`src/logic/cstr_pkg.sv`:
```
/*
 * Constants for the capacitive sense tuning and touch release block:
 * register map, field positions, reset values and tuning figures.
 * Assumes a single 200 MHz clock and a 32-bit APB register bus.
 */
package cstr_pkg;

   // ----------------------------------------------------------------
   // Register map (byte addresses)
   // ----------------------------------------------------------------
   localparam logic [7:0] ADDR_CTRL     = 8'h00;
   localparam logic [7:0] ADDR_THRESH   = 8'h04;
   localparam logic [7:0] ADDR_STATUS   = 8'h08;
   localparam logic [7:0] ADDR_COUNT    = 8'h0C;
   localparam logic [7:0] ADDR_IRQ_STAT = 8'h10;
   localparam logic [7:0] ADDR_IRQ_MASK = 8'h14;

   // ----------------------------------------------------------------
   // Control fields and reset values
   // ----------------------------------------------------------------
   localparam int CTRL_BASE_LSB   = 0;
   localparam int CTRL_TARGET_BIT = 3;
   localparam int CTRL_REL_BIT    = 6;
   localparam int CTRL_AUX_DIR    = 7;
   localparam int CTRL_MAIN_SRC   = 8;
   localparam int CTRL_AUX_FUNC   = 9;
   localparam int CTRL_RETUNE     = 10;
   localparam int CTRL_W          = 10;
   localparam logic [9:0]  CTRL_RESET   = 10'h000;
   localparam logic [15:0] THRESH_RESET = 16'h1008;

   // Interrupt bit positions
   localparam int IRQ_PROX  = 0;
   localparam int IRQ_ENTER = 1;
   localparam int IRQ_LEAVE = 2;
   localparam int IRQ_TUNED = 3;
   localparam int IRQ_W     = 4;

   // ----------------------------------------------------------------
   // Tuning figures
   // ----------------------------------------------------------------
   localparam int CNT_W  = 16;
   localparam int MULT_W = 6;
   localparam int COMP_W = 8;
   localparam logic [15:0] TARGET_HI   = 16'h04B0;
   localparam logic [15:0] TARGET_LO   = 16'h0400;
   localparam logic [15:0] RETUNE_BAND = 16'h0100;
   localparam logic [15:0] NEAR_WINDOW = 16'h0010;
   localparam int LTA_SHIFT = 4;

   // Base values 200,50,75,100,150,250,300,500 indexed by select code
   localparam logic [15:0] BASE_TAB [8] = '{16'h00C8, 16'h0032, 16'h004B, 16'h0064,
                                            16'h0096, 16'h00FA, 16'h012C, 16'h01F4};

   function automatic logic [15:0] base_value(input logic [2:0] sel);
      base_value = BASE_TAB[sel];
   endfunction : base_value

   function automatic logic [15:0] target_value(input logic sel);
      target_value = sel ? TARGET_LO : TARGET_HI;
   endfunction : target_value

   typedef enum logic [1:0] {TUNE_IDLE, TUNE_COARSE, TUNE_FINE} cstr_tune_state_t;

endpackage : cstr_pkg

```
`src/logic/cstr_tune_if.sv`:
```
/*
 * Carrier between the touch/release top and the tuning engine.
 * Assumes both ends share the one system clock.
 */
`timescale 1ns/1ps
`default_nettype none
interface cstr_tune_if;
   logic        start;
   logic [2:0]  base_sel;
   logic        target_sel;
   logic        sample_valid;
   logic [15:0] count;
   logic        busy;
   logic        done;
   logic [5:0]  mult;
   logic [7:0]  comp;
   modport tuner (input start, base_sel, target_sel, sample_valid, count,
                  output busy, done, mult, comp);
   modport ctrl  (output start, base_sel, target_sel, sample_valid, count,
                  input busy, done, mult, comp);
endinterface : cstr_tune_if
`default_nettype wire

```
`src/logic/cstr_top.sv`:
```
/*
 * Capacitive sense control: tuning start, long-term average filter,
 * proximity and touch detection, touch-mode release, auxiliary pin,
 * APB registers and interrupt.
 * Assumes the sample count arrives on i_mclk with a one-cycle valid;
 * the auxiliary pin is asynchronous and is synchronised here.
 */
`timescale 1ns/1ps
`default_nettype none
module cstr_top
(
   input  wire logic        i_mclk,
   input  wire logic        i_sys_rst,
   input  wire logic        i_psel,
   input  wire logic        i_penable,
   input  wire logic        i_pwrite,
   input  wire logic [7:0]  i_paddr,
   input  wire logic [31:0] i_pwdata,
   output logic [31:0]      o_prdata,
   output logic             o_pready,
   output logic             o_pslverr,
   input  wire logic        i_sample_valid,
   input  wire logic [15:0] i_sample_count,
   output logic [5:0]       o_tune_mult,
   output logic [7:0]       o_tune_comp,
   output logic             o_tune_busy,
   output logic             o_main_out,
   input  wire logic        i_aux_in,
   output logic             o_aux_out,
   output logic             o_aux_oe,
   output logic             o_charge_halt,
   output logic             o_irq
);

   cstr_tune_if tif ();

   // ----------------------------------------------------------------
   // Registers and state
   // ----------------------------------------------------------------
   logic [9:0]  ctrl_q;
   logic [15:0] thresh_q;
   logic [3:0]  irq_stat_q;
   logic [3:0]  irq_mask_q;
   logic        boot_q;
   logic        retune_q;
   logic [15:0] count_q;
   logic [15:0] lta_q;
   logic        lta_seeded_q;
   logic        prox_q;
   logic        touch_q;
   logic        tmode_q;
   logic [15:0] lta_entry_q;
   logic [15:0] entry_delta_q;
   logic        delta_ok_q;
   logic [1:0]  aux_sync_q;
   logic        pready_q;
   logic [31:0] prdata_q;
   logic        pslverr_q;
   logic        main_out_q;
   logic        aux_out_q;
   logic        aux_oe_q;
   logic        charge_halt_q;
   logic        irq_q;

   // ----------------------------------------------------------------
   // Bus decode
   // ----------------------------------------------------------------
   wire access_w  = i_psel && i_penable;
   wire wr_fire_w = access_w && pready_q && i_pwrite;
   wire sel_ctrl  = i_paddr == cstr_pkg::ADDR_CTRL;
   wire sel_thr   = i_paddr == cstr_pkg::ADDR_THRESH;
   wire sel_stat  = i_paddr == cstr_pkg::ADDR_STATUS;
   wire sel_cnt   = i_paddr == cstr_pkg::ADDR_COUNT;
   wire sel_istat = i_paddr == cstr_pkg::ADDR_IRQ_STAT;
   wire sel_imask = i_paddr == cstr_pkg::ADDR_IRQ_MASK;
   wire mapped_w  = sel_ctrl | sel_thr | sel_stat | sel_cnt | sel_istat | sel_imask;
   wire retune_wr = wr_fire_w && sel_ctrl && i_pwdata[cstr_pkg::CTRL_RETUNE];

   // ----------------------------------------------------------------
   // Configuration fields
   // ----------------------------------------------------------------
   wire [2:0]  base_sel_w   = ctrl_q[cstr_pkg::CTRL_BASE_LSB +: 3];
   wire        target_sel_w = ctrl_q[cstr_pkg::CTRL_TARGET_BIT];
   wire        rel_sel_w    = ctrl_q[cstr_pkg::CTRL_REL_BIT];
   wire        aux_is_in_w  = ctrl_q[cstr_pkg::CTRL_AUX_DIR];
   wire        main_touch_w = ctrl_q[cstr_pkg::CTRL_MAIN_SRC];
   wire        aux_chg_w    = ctrl_q[cstr_pkg::CTRL_AUX_FUNC];
   wire [15:0] prox_thr_w   = {8'h00, thresh_q[7:0]};
   wire [15:0] touch_thr_w  = {8'h00, thresh_q[15:8]};
   wire [15:0] target_w     = cstr_pkg::target_value(target_sel_w);
   wire [15:0] base_w       = cstr_pkg::base_value(base_sel_w);
   wire [7:0]  sens_w       = 8'(target_w / base_w);

   // ----------------------------------------------------------------
   // Detection arithmetic
   // ----------------------------------------------------------------
   wire        busy_w    = tif.busy;
   wire        below_w   = lta_q >= count_q;
   wire [15:0] drop_w    = below_w ? lta_q - count_q : 16'h0000;
   wire [15:0] gap_w     = below_w ? lta_q - count_q : count_q - lta_q;
   wire        near_w    = gap_w <= cstr_pkg::NEAR_WINDOW;
   wire        prox_w    = lta_seeded_q && !busy_w && drop_w > prox_thr_w;
   wire        touch_w   = lta_seeded_q && !busy_w && drop_w > touch_thr_w;
   wire [16:0] lo_band_w = {1'b0, target_w} - {1'b0, cstr_pkg::RETUNE_BAND};
   wire [16:0] hi_band_w = {1'b0, target_w} + {1'b0, cstr_pkg::RETUNE_BAND};
   wire        out_rng_w = {1'b0, count_q} < lo_band_w || {1'b0, count_q} > hi_band_w;

   // Release threshold: 3/4 or 7/8 of the entry delta
   wire [15:0] rel_34_w  = (entry_delta_q >> 1) + (entry_delta_q >> 2);
   wire [15:0] rel_78_w  = rel_34_w + (entry_delta_q >> 3);
   wire [15:0] rel_thr_w = rel_sel_w ? rel_78_w : rel_34_w;
   wire        leave_w   = tmode_q && delta_ok_q && drop_w < rel_thr_w;
   wire        enter_w   = !tmode_q && touch_w;

   // ----------------------------------------------------------------
   // Average filter control
   // ----------------------------------------------------------------
   wire aux_lvl_w    = aux_sync_q[1];
   wire ext_fhalt_w  = aux_is_in_w && !aux_chg_w && aux_lvl_w;
   wire ext_chalt_w  = aux_is_in_w && aux_chg_w && aux_lvl_w;
   wire freeze_w     = (prox_q && !touch_q && !tmode_q) || ext_fhalt_w;
   wire [15:0] step_w = (gap_w >> cstr_pkg::LTA_SHIFT) | {15'h0000, |gap_w};
   wire lta_step_w   = lta_seeded_q && i_sample_valid && !busy_w && !freeze_w;

   // ----------------------------------------------------------------
   // Tuning engine link
   // ----------------------------------------------------------------
   assign tif.start        = boot_q || retune_q;
   assign tif.base_sel     = base_sel_w;
   assign tif.target_sel   = target_sel_w;
   assign tif.sample_valid = i_sample_valid;
   assign tif.count        = i_sample_count;

   cstr_tuner u_tuner
   (
      .i_mclk    (i_mclk),
      .i_sys_rst (i_sys_rst),
      .tif       (tif)
   );

   // ----------------------------------------------------------------
   // Start-up and retune requests
   // ----------------------------------------------------------------
   always_ff @(posedge i_mclk or posedge i_sys_rst)
   begin
      if (i_sys_rst)
      begin
         boot_q   <= 1'b1;
         retune_q <= 1'b0;
      end
      else
      begin
         boot_q   <= 1'b0;
         // Software request, a large drop, or an out-of-range count before seeding
         retune_q <= !busy_w && !retune_q && (retune_wr ||
                     (lta_seeded_q && i_sample_valid && !tmode_q &&
                      {1'b0, i_sample_count} < lo_band_w) ||
                     (!lta_seeded_q && i_sample_valid && out_rng_w && tif.mult != 6'h00));
      end
   end

   // ----------------------------------------------------------------
   // Sample capture and long-term average
   // ----------------------------------------------------------------
   always_ff @(posedge i_mclk or posedge i_sys_rst)
   begin
      if (i_sys_rst)
      begin
         count_q      <= 16'h0000;
         lta_q        <= 16'h0000;
         lta_seeded_q <= 1'b0;
      end
      else
      begin
         if (i_sample_valid)
            count_q <= i_sample_count;
         if (busy_w)
            lta_seeded_q <= 1'b0;
         // Done shows one edge after the final sample, when the count line is stale
         else if (tif.done)
         begin
            lta_q        <= count_q;
            lta_seeded_q <= 1'b1;
         end
         else if (!lta_seeded_q && i_sample_valid)
         begin
            lta_q        <= i_sample_count;
            lta_seeded_q <= 1'b1;
         end
         else if (lta_step_w)
            lta_q <= below_w ? lta_q - step_w : lta_q + step_w;
      end
   end

   // ----------------------------------------------------------------
   // Detection and touch mode
   // ----------------------------------------------------------------
   always_ff @(posedge i_mclk or posedge i_sys_rst)
   begin
      if (i_sys_rst)
      begin
         prox_q        <= 1'b0;
         touch_q       <= 1'b0;
         tmode_q       <= 1'b0;
         lta_entry_q   <= 16'h0000;
         entry_delta_q <= 16'h0000;
         delta_ok_q    <= 1'b0;
      end
      else
      begin
         prox_q  <= prox_w;
         touch_q <= touch_w;
         if (busy_w)
         begin
            tmode_q    <= 1'b0;
            delta_ok_q <= 1'b0;
         end
         else if (enter_w)
         begin
            tmode_q     <= 1'b1;
            lta_entry_q <= lta_q;
            if (near_w)
            begin
               entry_delta_q <= touch_thr_w;
               delta_ok_q    <= 1'b1;
            end
            else
               delta_ok_q <= 1'b0;
         end
         else if (leave_w)
         begin
            tmode_q    <= 1'b0;
            delta_ok_q <= 1'b0;
         end
         // Average has tracked to within the window: fix the entry delta
         else if (tmode_q && !delta_ok_q && near_w)
         begin
            entry_delta_q <= lta_entry_q - lta_q;
            delta_ok_q    <= 1'b1;
         end
      end
   end

   // ----------------------------------------------------------------
   // Pins
   // ----------------------------------------------------------------
   always_ff @(posedge i_mclk or posedge i_sys_rst)
   begin
      if (i_sys_rst)
      begin
         aux_sync_q    <= 2'b00;
         main_out_q    <= 1'b0;
         aux_out_q     <= 1'b0;
         aux_oe_q      <= 1'b0;
         charge_halt_q <= 1'b0;
      end
      else
      begin
         aux_sync_q    <= {aux_sync_q[0], i_aux_in};
         main_out_q    <= main_touch_w ? tmode_q : (prox_q || tmode_q);
         aux_oe_q      <= !aux_is_in_w;
         aux_out_q     <= !aux_is_in_w && prox_q;
         charge_halt_q <= ext_chalt_w;
      end
   end

   // ----------------------------------------------------------------
   // Register writes and interrupt
   // ----------------------------------------------------------------
   wire [3:0] irq_set_w;
   wire [3:0] irq_clr_w;
   assign irq_set_w[cstr_pkg::IRQ_PROX]  = prox_w && !prox_q;
   assign irq_set_w[cstr_pkg::IRQ_ENTER] = enter_w && !busy_w;
   assign irq_set_w[cstr_pkg::IRQ_LEAVE] = leave_w && !busy_w && !enter_w;
   assign irq_set_w[cstr_pkg::IRQ_TUNED] = tif.done;
   assign irq_clr_w = (wr_fire_w && sel_istat) ? i_pwdata[3:0] : 4'h0;

   always_ff @(posedge i_mclk or posedge i_sys_rst)
   begin
      if (i_sys_rst)
      begin
         ctrl_q     <= cstr_pkg::CTRL_RESET;
         thresh_q   <= cstr_pkg::THRESH_RESET;
         irq_mask_q <= 4'h0;
         irq_stat_q <= 4'h0;
         irq_q      <= 1'b0;
      end
      else
      begin
         if (wr_fire_w && sel_ctrl)
            ctrl_q <= i_pwdata[9:0];
         if (wr_fire_w && sel_thr)
            thresh_q <= i_pwdata[15:0];
         if (wr_fire_w && sel_imask)
            irq_mask_q <= i_pwdata[3:0];
         irq_stat_q <= (irq_stat_q & ~irq_clr_w) | irq_set_w;
         irq_q      <= |(irq_stat_q & irq_mask_q);
      end
   end

   // ----------------------------------------------------------------
   // Read path: one wait state, data from a register
   // ----------------------------------------------------------------
   wire [31:0] status_w = {tif.comp, 2'b00, tif.mult, sens_w,
                           3'b000, delta_ok_q, tmode_q, touch_q, prox_q, busy_w};
   wire [31:0] rd_mux_w = sel_ctrl  ? {22'h000000, ctrl_q} :
                          sel_thr   ? {16'h0000, thresh_q} :
                          sel_stat  ? status_w :
                          sel_cnt   ? {lta_q, count_q} :
                          sel_istat ? {28'h0000000, irq_stat_q} :
                          sel_imask ? {28'h0000000, irq_mask_q} : 32'h00000000;

   always_ff @(posedge i_mclk or posedge i_sys_rst)
   begin
      if (i_sys_rst)
      begin
         pready_q  <= 1'b0;
         prdata_q  <= 32'h00000000;
         pslverr_q <= 1'b0;
      end
      else
      begin
         pready_q  <= access_w && !pready_q;
         pslverr_q <= access_w && !pready_q && !mapped_w;
         if (access_w && !pready_q && !i_pwrite)
            prdata_q <= rd_mux_w;
      end
   end

   assign o_prdata      = prdata_q;
   assign o_pready      = pready_q;
   assign o_pslverr     = pslverr_q;
   assign o_tune_mult   = tif.mult;
   assign o_tune_comp   = tif.comp;
   assign o_tune_busy   = tif.busy;
   assign o_main_out    = main_out_q;
   assign o_aux_out     = aux_out_q;
   assign o_aux_oe      = aux_oe_q;
   assign o_charge_halt = charge_halt_q;
   assign o_irq         = irq_q;

endmodule : cstr_top
`default_nettype wire

```
`src/logic/cstr_tuner.sv`:
```
/*
 * Automatic tuning engine: coarse multiplier search to the base value,
 * then compensation steps until the count equals the target or the compensation reaches its end.
 * Assumes each sample reflects the settings of the previous step.
 */
`timescale 1ns/1ps
`default_nettype none
module cstr_tuner
(
   input  wire logic        i_mclk,
   input  wire logic        i_sys_rst,
   cstr_tune_if.tuner       tif
);

   cstr_pkg::cstr_tune_state_t state_q;
   logic [15:0]                base_w;
   logic [15:0]                target_w;
   logic                       mult_max_w;
   logic                       comp_max_w;
   logic                       comp_min_w;

   assign base_w     = cstr_pkg::base_value(tif.base_sel);
   assign target_w   = cstr_pkg::target_value(tif.target_sel);
   assign mult_max_w = &tif.mult;
   assign comp_max_w = &tif.comp;
   assign comp_min_w = ~|tif.comp;

   // ----------------------------------------------------------------
   // Search sequence
   // ----------------------------------------------------------------
   always_ff @(posedge i_mclk or posedge i_sys_rst)
   begin
      if (i_sys_rst)
      begin
         state_q  <= cstr_pkg::TUNE_IDLE;
         tif.busy <= 1'b0;
         tif.done <= 1'b0;
         tif.mult <= 6'h00;
         tif.comp <= 8'h00;
      end
      else
      begin
         tif.done <= 1'b0;
         case (state_q)
            cstr_pkg::TUNE_IDLE:
               if (tif.start)
               begin
                  state_q  <= cstr_pkg::TUNE_COARSE;
                  tif.busy <= 1'b1;
                  tif.mult <= 6'h00;
                  tif.comp <= 8'h00;
               end
            cstr_pkg::TUNE_COARSE:
               if (tif.sample_valid)
               begin
                  if (tif.count < base_w && !mult_max_w)
                     tif.mult <= tif.mult + 6'h01;
                  else
                     state_q <= cstr_pkg::TUNE_FINE;
               end
            cstr_pkg::TUNE_FINE:
               if (tif.sample_valid)
               begin
                  if (tif.count == target_w || (tif.count < target_w && comp_max_w)
                      || (tif.count > target_w && comp_min_w))
                  begin
                     state_q  <= cstr_pkg::TUNE_IDLE;
                     tif.busy <= 1'b0;
                     tif.done <= 1'b1;
                  end
                  else if (tif.count < target_w)
                     tif.comp <= tif.comp + 8'h01;
                  else
                     tif.comp <= tif.comp - 8'h01;
               end
            default:
               state_q <= cstr_pkg::TUNE_IDLE;
         endcase
      end
   end

endmodule : cstr_tuner
`default_nettype wire

```
`config.mk`:
```
export PLATFORM = sky130hd
export DESIGN_NAME = cstr_top
export DESIGN_NICKNAME = d
export VERILOG_FILES = /design/src/logic/cstr_pkg.sv /design/src/logic/cstr_tune_if.sv /design/src/logic/cstr_top.sv /design/src/logic/cstr_tuner.sv
export SDC_FILE = /design/constraint.sdc
export NUM_CORES = 1
export LEC_CHECK = 0
export BUFFER_PORTS_ARGS = -buffer_cell sky130_fd_sc_hd__buf_2
export CORE_MARGIN = 10
export CORE_UTILIZATION = 30
export CTS_CLUSTER_DIAMETER = 50
export DETAILED_ROUTE_END_ITERATION = 10
export PLACE_DENSITY_LB_ADDON = 0.05
export SETUP_SLACK_MARGIN = 0.2
export SYNTH_ARGS = -nofsm -noshare
export SYNTH_HDL_FRONTEND = slang
export SYNTH_SLANG_ARGS = --single-unit
```
`constraint.sdc`:
```
create_clock -name i_mclk -period 34.2 [get_ports i_mclk]
set_clock_uncertainty 0.1 [all_clocks]
set_input_delay 1.71 -clock i_mclk [delete_from_list [all_inputs] [get_ports i_mclk]]
set_output_delay 1.71 -clock i_mclk [all_outputs]
set_load 0.02 [all_outputs]
```
# Word level (Yosys, flattened, before mapping)
# Memories as Yosys holds them, arrays and structs flattened.
# Index checks and enable logic that the tools add are counted.
[classes]
n_div = 1
n_addsub = 12
mux = 55
eq_ne = 17
n_bitwise = 12
n_reduce_logical = 89
n_lt_le_gt_ge = 12
[op_table]
columns = ["cell", "count"]
rows = [
  ["two-way mux 16 bit", 13],
  ["two-way mux 32 bit", 4],
  ["less-than comparator 16 bit", 3],
  ["subtractor 16 bit", 3],
  ["logical AND 1 bit", 43],
  ["two-way mux 8 bit", 5],
  ["less-than comparator 16 x 17 -> 1 bit", 2],
  ["greater-than comparator 16 x 8 -> 1 bit", 2],
  ["two-way mux 1 bit", 18],
  ["two-way mux 6 bit", 3],
  ["adder 16 x 9 -> 17 bit (second input constant)", 1],
  ["greater-than comparator 16 x 17 -> 1 bit", 1],
  ["subtractor 16 x 9 -> 17 bit (second input constant)", 1],
  ["adder 15 x 14 -> 16 bit", 1],
  ["adder 16 x 12 -> 16 bit", 1],
  ["adder 16 x 13 -> 16 bit", 1],
  ["divider 16 x 16 -> 16 bit", 1],
  ["equality test 16 bit", 1],
  ["equality test 8 x 4 -> 1 bit (second input constant)", 2],
  ["equality test 8 x 5 -> 1 bit (second input constant)", 2],
  ["greater-or-equal comparator 16 bit", 1],
  ["greater-than comparator 16 bit", 1],
  ["<= comparator 16 x 5 -> 1 bit (second input constant)", 1],
  ["logical NOT 1 bit", 16],
  ["other kinds (38)", 71],
]
[word_totals]
word_cells = 228
rom_bits = 128
inputBits = 63
reg_bits = 164
memories = 1
out_inout_bits = 54
[memory_table]
columns = ["name", "words", "width", "rd", "rd_ports_with_merged_regs", "write_ports", "line_no", "rtl"]
rows = [
  ["(name not given)", 8, 16, 1, 0, 0, "cstr_pkg.sv:56", "base_value = BASE_TAB[sel];"],
]

# Depth between registers and ports, before layout
[depth]
word_depth = 9
depth_mapped = 143
ltp_nobuf = 138

# Hierarchy
# From an unflattened synthesis, not the netlist that was laid out.
[hier_totals]
cells_unflattened = 2503
area_unflattened_um2 = 19643.8
[by_module_without_submodules]
columns = ["module", "area_each_um2", "n_inst", "seq_area_each_um2", "cells_each"]
rows = [
  ["cstr_top", 17989.8, 1, 3632.2, 2313],
  ["cstr_tuner", 1654.1, 1, 450.4, 190],
]

# Least setup slack after synthesis
# Ideal clock, no wire load.
[synth_timing]
path_kind = "reg2reg"
from = "register ctrl_q[2]"
to = "register prdata_q[8] (netlist: o_prdata[8])"
period_less_slack_ps = 24675
n_path_buf = 8
arrival_ps = 24440
setup_time_ps = 135
path_stages_with_launch = 137
t_required_ps = 33965
path_slack_ps = 9525
path_cell_list = "dfrtp_1 buf_2 buf_1 mux2i_1 ha_1 or3_4 o211a_1 ha_1 nor3_1 nand3_1 nand2_1 nor2_1 ha_1 o21ai_0 nor2b_1 nand2b_1 o21ai_1 a31oi_1 [101 not listed] o21a_1 o21a_1 o21ai_0 nand2b_1 a21o_1 a21o_1 a21o_1 nor3_1 nand3_2 mux2_1 ha_1 a21o_1 a21oi_1 nor2b_1 o21ai_0 nand4_1 a221oi_1 a31oi_1"
[synth_via]
elab_chain_len = 8
[synth_lines]
columns = ["element", "line_no", "rtl"]
rows = [
  ["start: declaration", "cstr_top.sv:40", "logic [9:0] ctrl_q;"],
  ["start signal: assignment", "cstr_top.sv:282", "ctrl_q <= cstr_pkg::CTRL_RESET;"],
  ["start signal: assignment", "cstr_top.sv:291", "ctrl_q <= i_pwdata[9:0];"],
  ["inverter 3 -> 4 bit (implied by the code)", "cstr_pkg.sv:56", ""],
  ["memory (8 x 16 bit)", "n/a", ""],
  ["two-way mux 16 bit (implied by the code)", "cstr_pkg.sv:56", ""],
  ["two-way mux 16 bit", "n/a", ""],
  ["divider 16 x 16 -> 16 bit", "cstr_top.sv:92", "wire [7:0] sens_w = 8'(target_w / base_w);"],
  ["two-way mux 32 bit", "cstr_top.sv:308", "sel_stat ? status_w :"],
  ["two-way mux 32 bit", "cstr_top.sv:307", "sel_thr ? {16'h0000, thresh_q} :"],
  ["two-way mux 32 bit", "cstr_top.sv:306", "wire [31:0] rd_mux_w = sel_ctrl ? {22'h000000, ctrl_q} :"],
  ["end signal: assignment", "cstr_top.sv:326", "prdata_q <= rd_mux_w;"],
  ["end: declaration", "cstr_top.sv:57", "logic [31:0] prdata_q;"],
]
# No other way between the ends. The select of a mux whose other input is x is not followed.
# A chain may end at the register's enable or synchronous reset.

# Worst setup path in the final report
[layout_timing]
from = "register ctrl_q[1]"
to = "register prdata_q[8] (netlist: o_prdata[8])"
# The elaborated chain is that of the path after synthesis.

==> results.json <==
{
  "status": "finished clean",
  "place.detailed.hpwl_um": 56000,
  "cts_tree": "done",
  "routed_wl_um": 70200,
  "grtUsageTotal_pct": 18.6,
  "nNetsFinal": 2774,
  "clkLatencyLatePin_ns": 0.46,
  "synth_seq_cells": 163,
  "firstDrtPassIters": 7,
  "dieArea_um2": 74400,
  "cts_buffer_depth": 2,
  "min_period_over_period_pct": 88.1,
  "via_per_inst": 5.38,
  "rsz0062_at_grt": "false",
  "initial_core_util_pct": 30.3,
  "grt_pass1_wl_um": 108000,
  "die_x_um": 273,
  "peakVddDrop_uv": 47.8,
  "max_stage_delay_ns": 0.70,
  "antenna_found_initial": 4,
  "dp_worst_setup_slack_ns": 4.24,
  "setup_ws_ns": 4.06,
  "fin_setup_tns_ns": 0,
  "fill_cells": 6778,
  "gp_congestion": 0.898,
  "period_needed_ns": 30.14,
  "die_y_um": 273,
  "synthTopCellsByCount": "ha_1, nand2_1, o21ai_0",
  "worst_pin_slew_ns": 0.937,
  "whs_ns": 0.255,
  "syn_area_per_cell_um2": 7.98,
  "power_mw": 1.18,
  "cts_buffers": 17,
  "slew_headroom_pct": 36.9,
  "synth_cells": 2399,
  "setup_viol": 0,
  "post-synth-top-count-cell": "ha_1",
  "slew_violations": 0,
  "critical_path.startpoint_type": "flop",
  "synth_top_family_by_area": "compound AO/OA/AOI/OAI gates",
  "ctsHoldBuffers": 0,
  "ys_seq_area_share_pct": 21.3,
  "synth_cell_types": 106,
  "post_cts_buffers": 0,
  "drc": 0,
  "hp-class": "flop to flop",
  "cts.sinks": 163,
  "power.leakage_nw": 9.99,
  "crit_fanout": 17,
  "place_area_um2": 20700,
  "clk_pin_slew_worst_paths_ns": 0.07,
  "dp.cells": 3294,
  "coreArea_um2": 63200,
  "synth_top_cell_by_area": "dfrtp_1",
  "synth_area_leaders": "dfrtp_1, ha_1, o21ai_0, a21oi_1, nand2_1",
  "synth.area.mux_share_pct": 5.23,
  "drt_iter0_drc": 922,
  "cts_resized": 0,
  "slowest_stage": "dfrtp_1",
  "async_reset_ff_share_pct": 100,
  "grt.overflow.total": 0,
  "netlist_area_um2": 19200,
  "drt.antenna.violating_nets": 0,
  "multi_input_comb_area_um2": 14300,
  "worstSetupPathType": "flop to flop",
  "synth_top_area_share_pct": 20.9,
  "num_rows": 92,
  "area_growth_pct": 10.8,
  "synthFlopType": "dfrtp_1",
  "critPathCaptureType": "flop",
  "fin_cells": 3328,
  "cp.arrival_ns": 30.37,
  "synth_xor_xnor_area_share_pct": 6.04,
  "synthAdderAreaFrac_pct": 16.3,
  "grt_pass1_vias": 17700,
  "synth_compound_area_share_pct": 27.1,
  "stdcell_area_um2": 21200,
  "drive_gt1_share_pct": 10.6,
  "synth_edf_count": 0,
  "grt_max_degree": 106,
  "ioPinCount": 117,
  "vias": 17900,
  "htreeDepth": 4,
  "yosys_warnings": 0,
  "critical_path_required_ns": 34.43,
  "maxCapViolCount": 0,
  "power.density_nw_per_um2": 55.4,
  "cpMostUsedCell": "ha_1",
  "fin_util_pct": 33.6,
  "synth-simple-area-share_pct": 19.5,
  "wire_per_inst_um": 21.1,
  "max_freq_ghz": 0.0332,
  "finalHoldViolCount": 0,
  "regArea_um2": 4080,
  "r2r_slack_ns": 4.06,
  "cts_root_buf": "clkbuf_16",
  "io_buffers": 100
}
==> worst paths after layout <==
| check | depth (start not counted) | end | startpoint |
|---|---|---|---|
| hold / removal | 0 | aux_sync_q[1] | aux_sync_q[0] |
| max in group asynchronous | 3 | thresh_q[11] | i_sys_rst |
| min in group asynchronous | 2 | o_prdata[19] | i_sys_rst |
| hold reg to reg | 0 | aux_sync_q[1] | aux_sync_q[0] |
| setup / recovery | 128 | o_prdata[8] | ctrl_q[1] |
| setup reg to reg | 128 | o_prdata[8] | ctrl_q[1] |
==> power by group <==
part	switching [mW]	internal, mW
Combinational	0.419	0.299
Sequential	0.0453	0.221
Clock	0.0889	0.102
==> cells by family (layout without fill, tap and decap cells) <==
| group | count (synthesis) | count (layout) |
|---|---|---|
| flip-flops | 163 | 163 |
| AO/OA/AOI/OAI | 787 | 787 |
| multiplexers | 94 | 94 |
| other | 2 | 9 |
| AND/OR/NAND/NOR | 749 | 749 |
| adder cells (fa/ha/maj) | 244 | 244 |
| XOR/XNOR | 132 | 132 |
| buffers and inverters | 228 | 304 |
==> metal layers <==
metal	vias to the layer above	part of all wire [%]	global-route usage (%)
met5	-	0	0
met2	344	49	32.3
met3	70	3.6	2.12
li1	8905	-	-
met4	0	1.9	4.88
met1	8575	46	24.0
==> worst max-delay path, delay by kind of cell (launching register included) <==
family	cells	cell delay, ns
compound gates	60	12.63
buf+inv	4	0.77
fa+ha+maj	15	4.81
simple gates	46	9.90
flops	1	0.70
mux	3	1.03
==> cell usage in the layout (no fill, tap or decap), drive strengths merged, types with 20 or more instances in the layout <==
| cell | n |
|---|---|
| nand2b | 45 |
| buf | 129 |
| a211oi | 32 |
| nor2 | 191 |
| o21ai | 210 |
| nand3 | 32 |
| and2 | 21 |
| o31ai | 32 |
| ha | 236 |
| dfrtp | 160 |
| a21oi | 182 |
| a21o | 93 |
| a31oi | 22 |
| xor2 | 41 |
| nor2b | 32 |
| mux2 | 42 |
| or3 | 22 |
| mux2i | 52 |
| inv | 146 |
| nand4 | 22 |
| clkbuf | 20 |
| xnor2 | 91 |
| nand2 | 235 |
| o21a | 42 |
| o21bai | 30 |
| nor3 | 54 |
==> cell type report <==
type	count	share of cell area, %
clock buffers	20	2.10
repair buffers	129	3.38
clock inverters	11	0.489
inverters	144	2.58
flip-flops and latches	163	19.2
well taps	846	4.99
diodes	3	0.0354
multi-input cells	2012	67.2
==> registers in the layout (all words and copies together), names as in the netlist, 2 cells and up <==
name and count:
thresh_q 16, lta_entry_q 16, aux_sync_q 2, irq_stat_q 4, entry_delta_q 15, ctrl_q 10
u_tuner.state_q 2, u_tuner.tif.comp 8, count_q 16, lta_q 16, u_tuner.tif.mult 6, o_prdata 32
irq_mask_q 4
(Power assumes the default switching activity.)
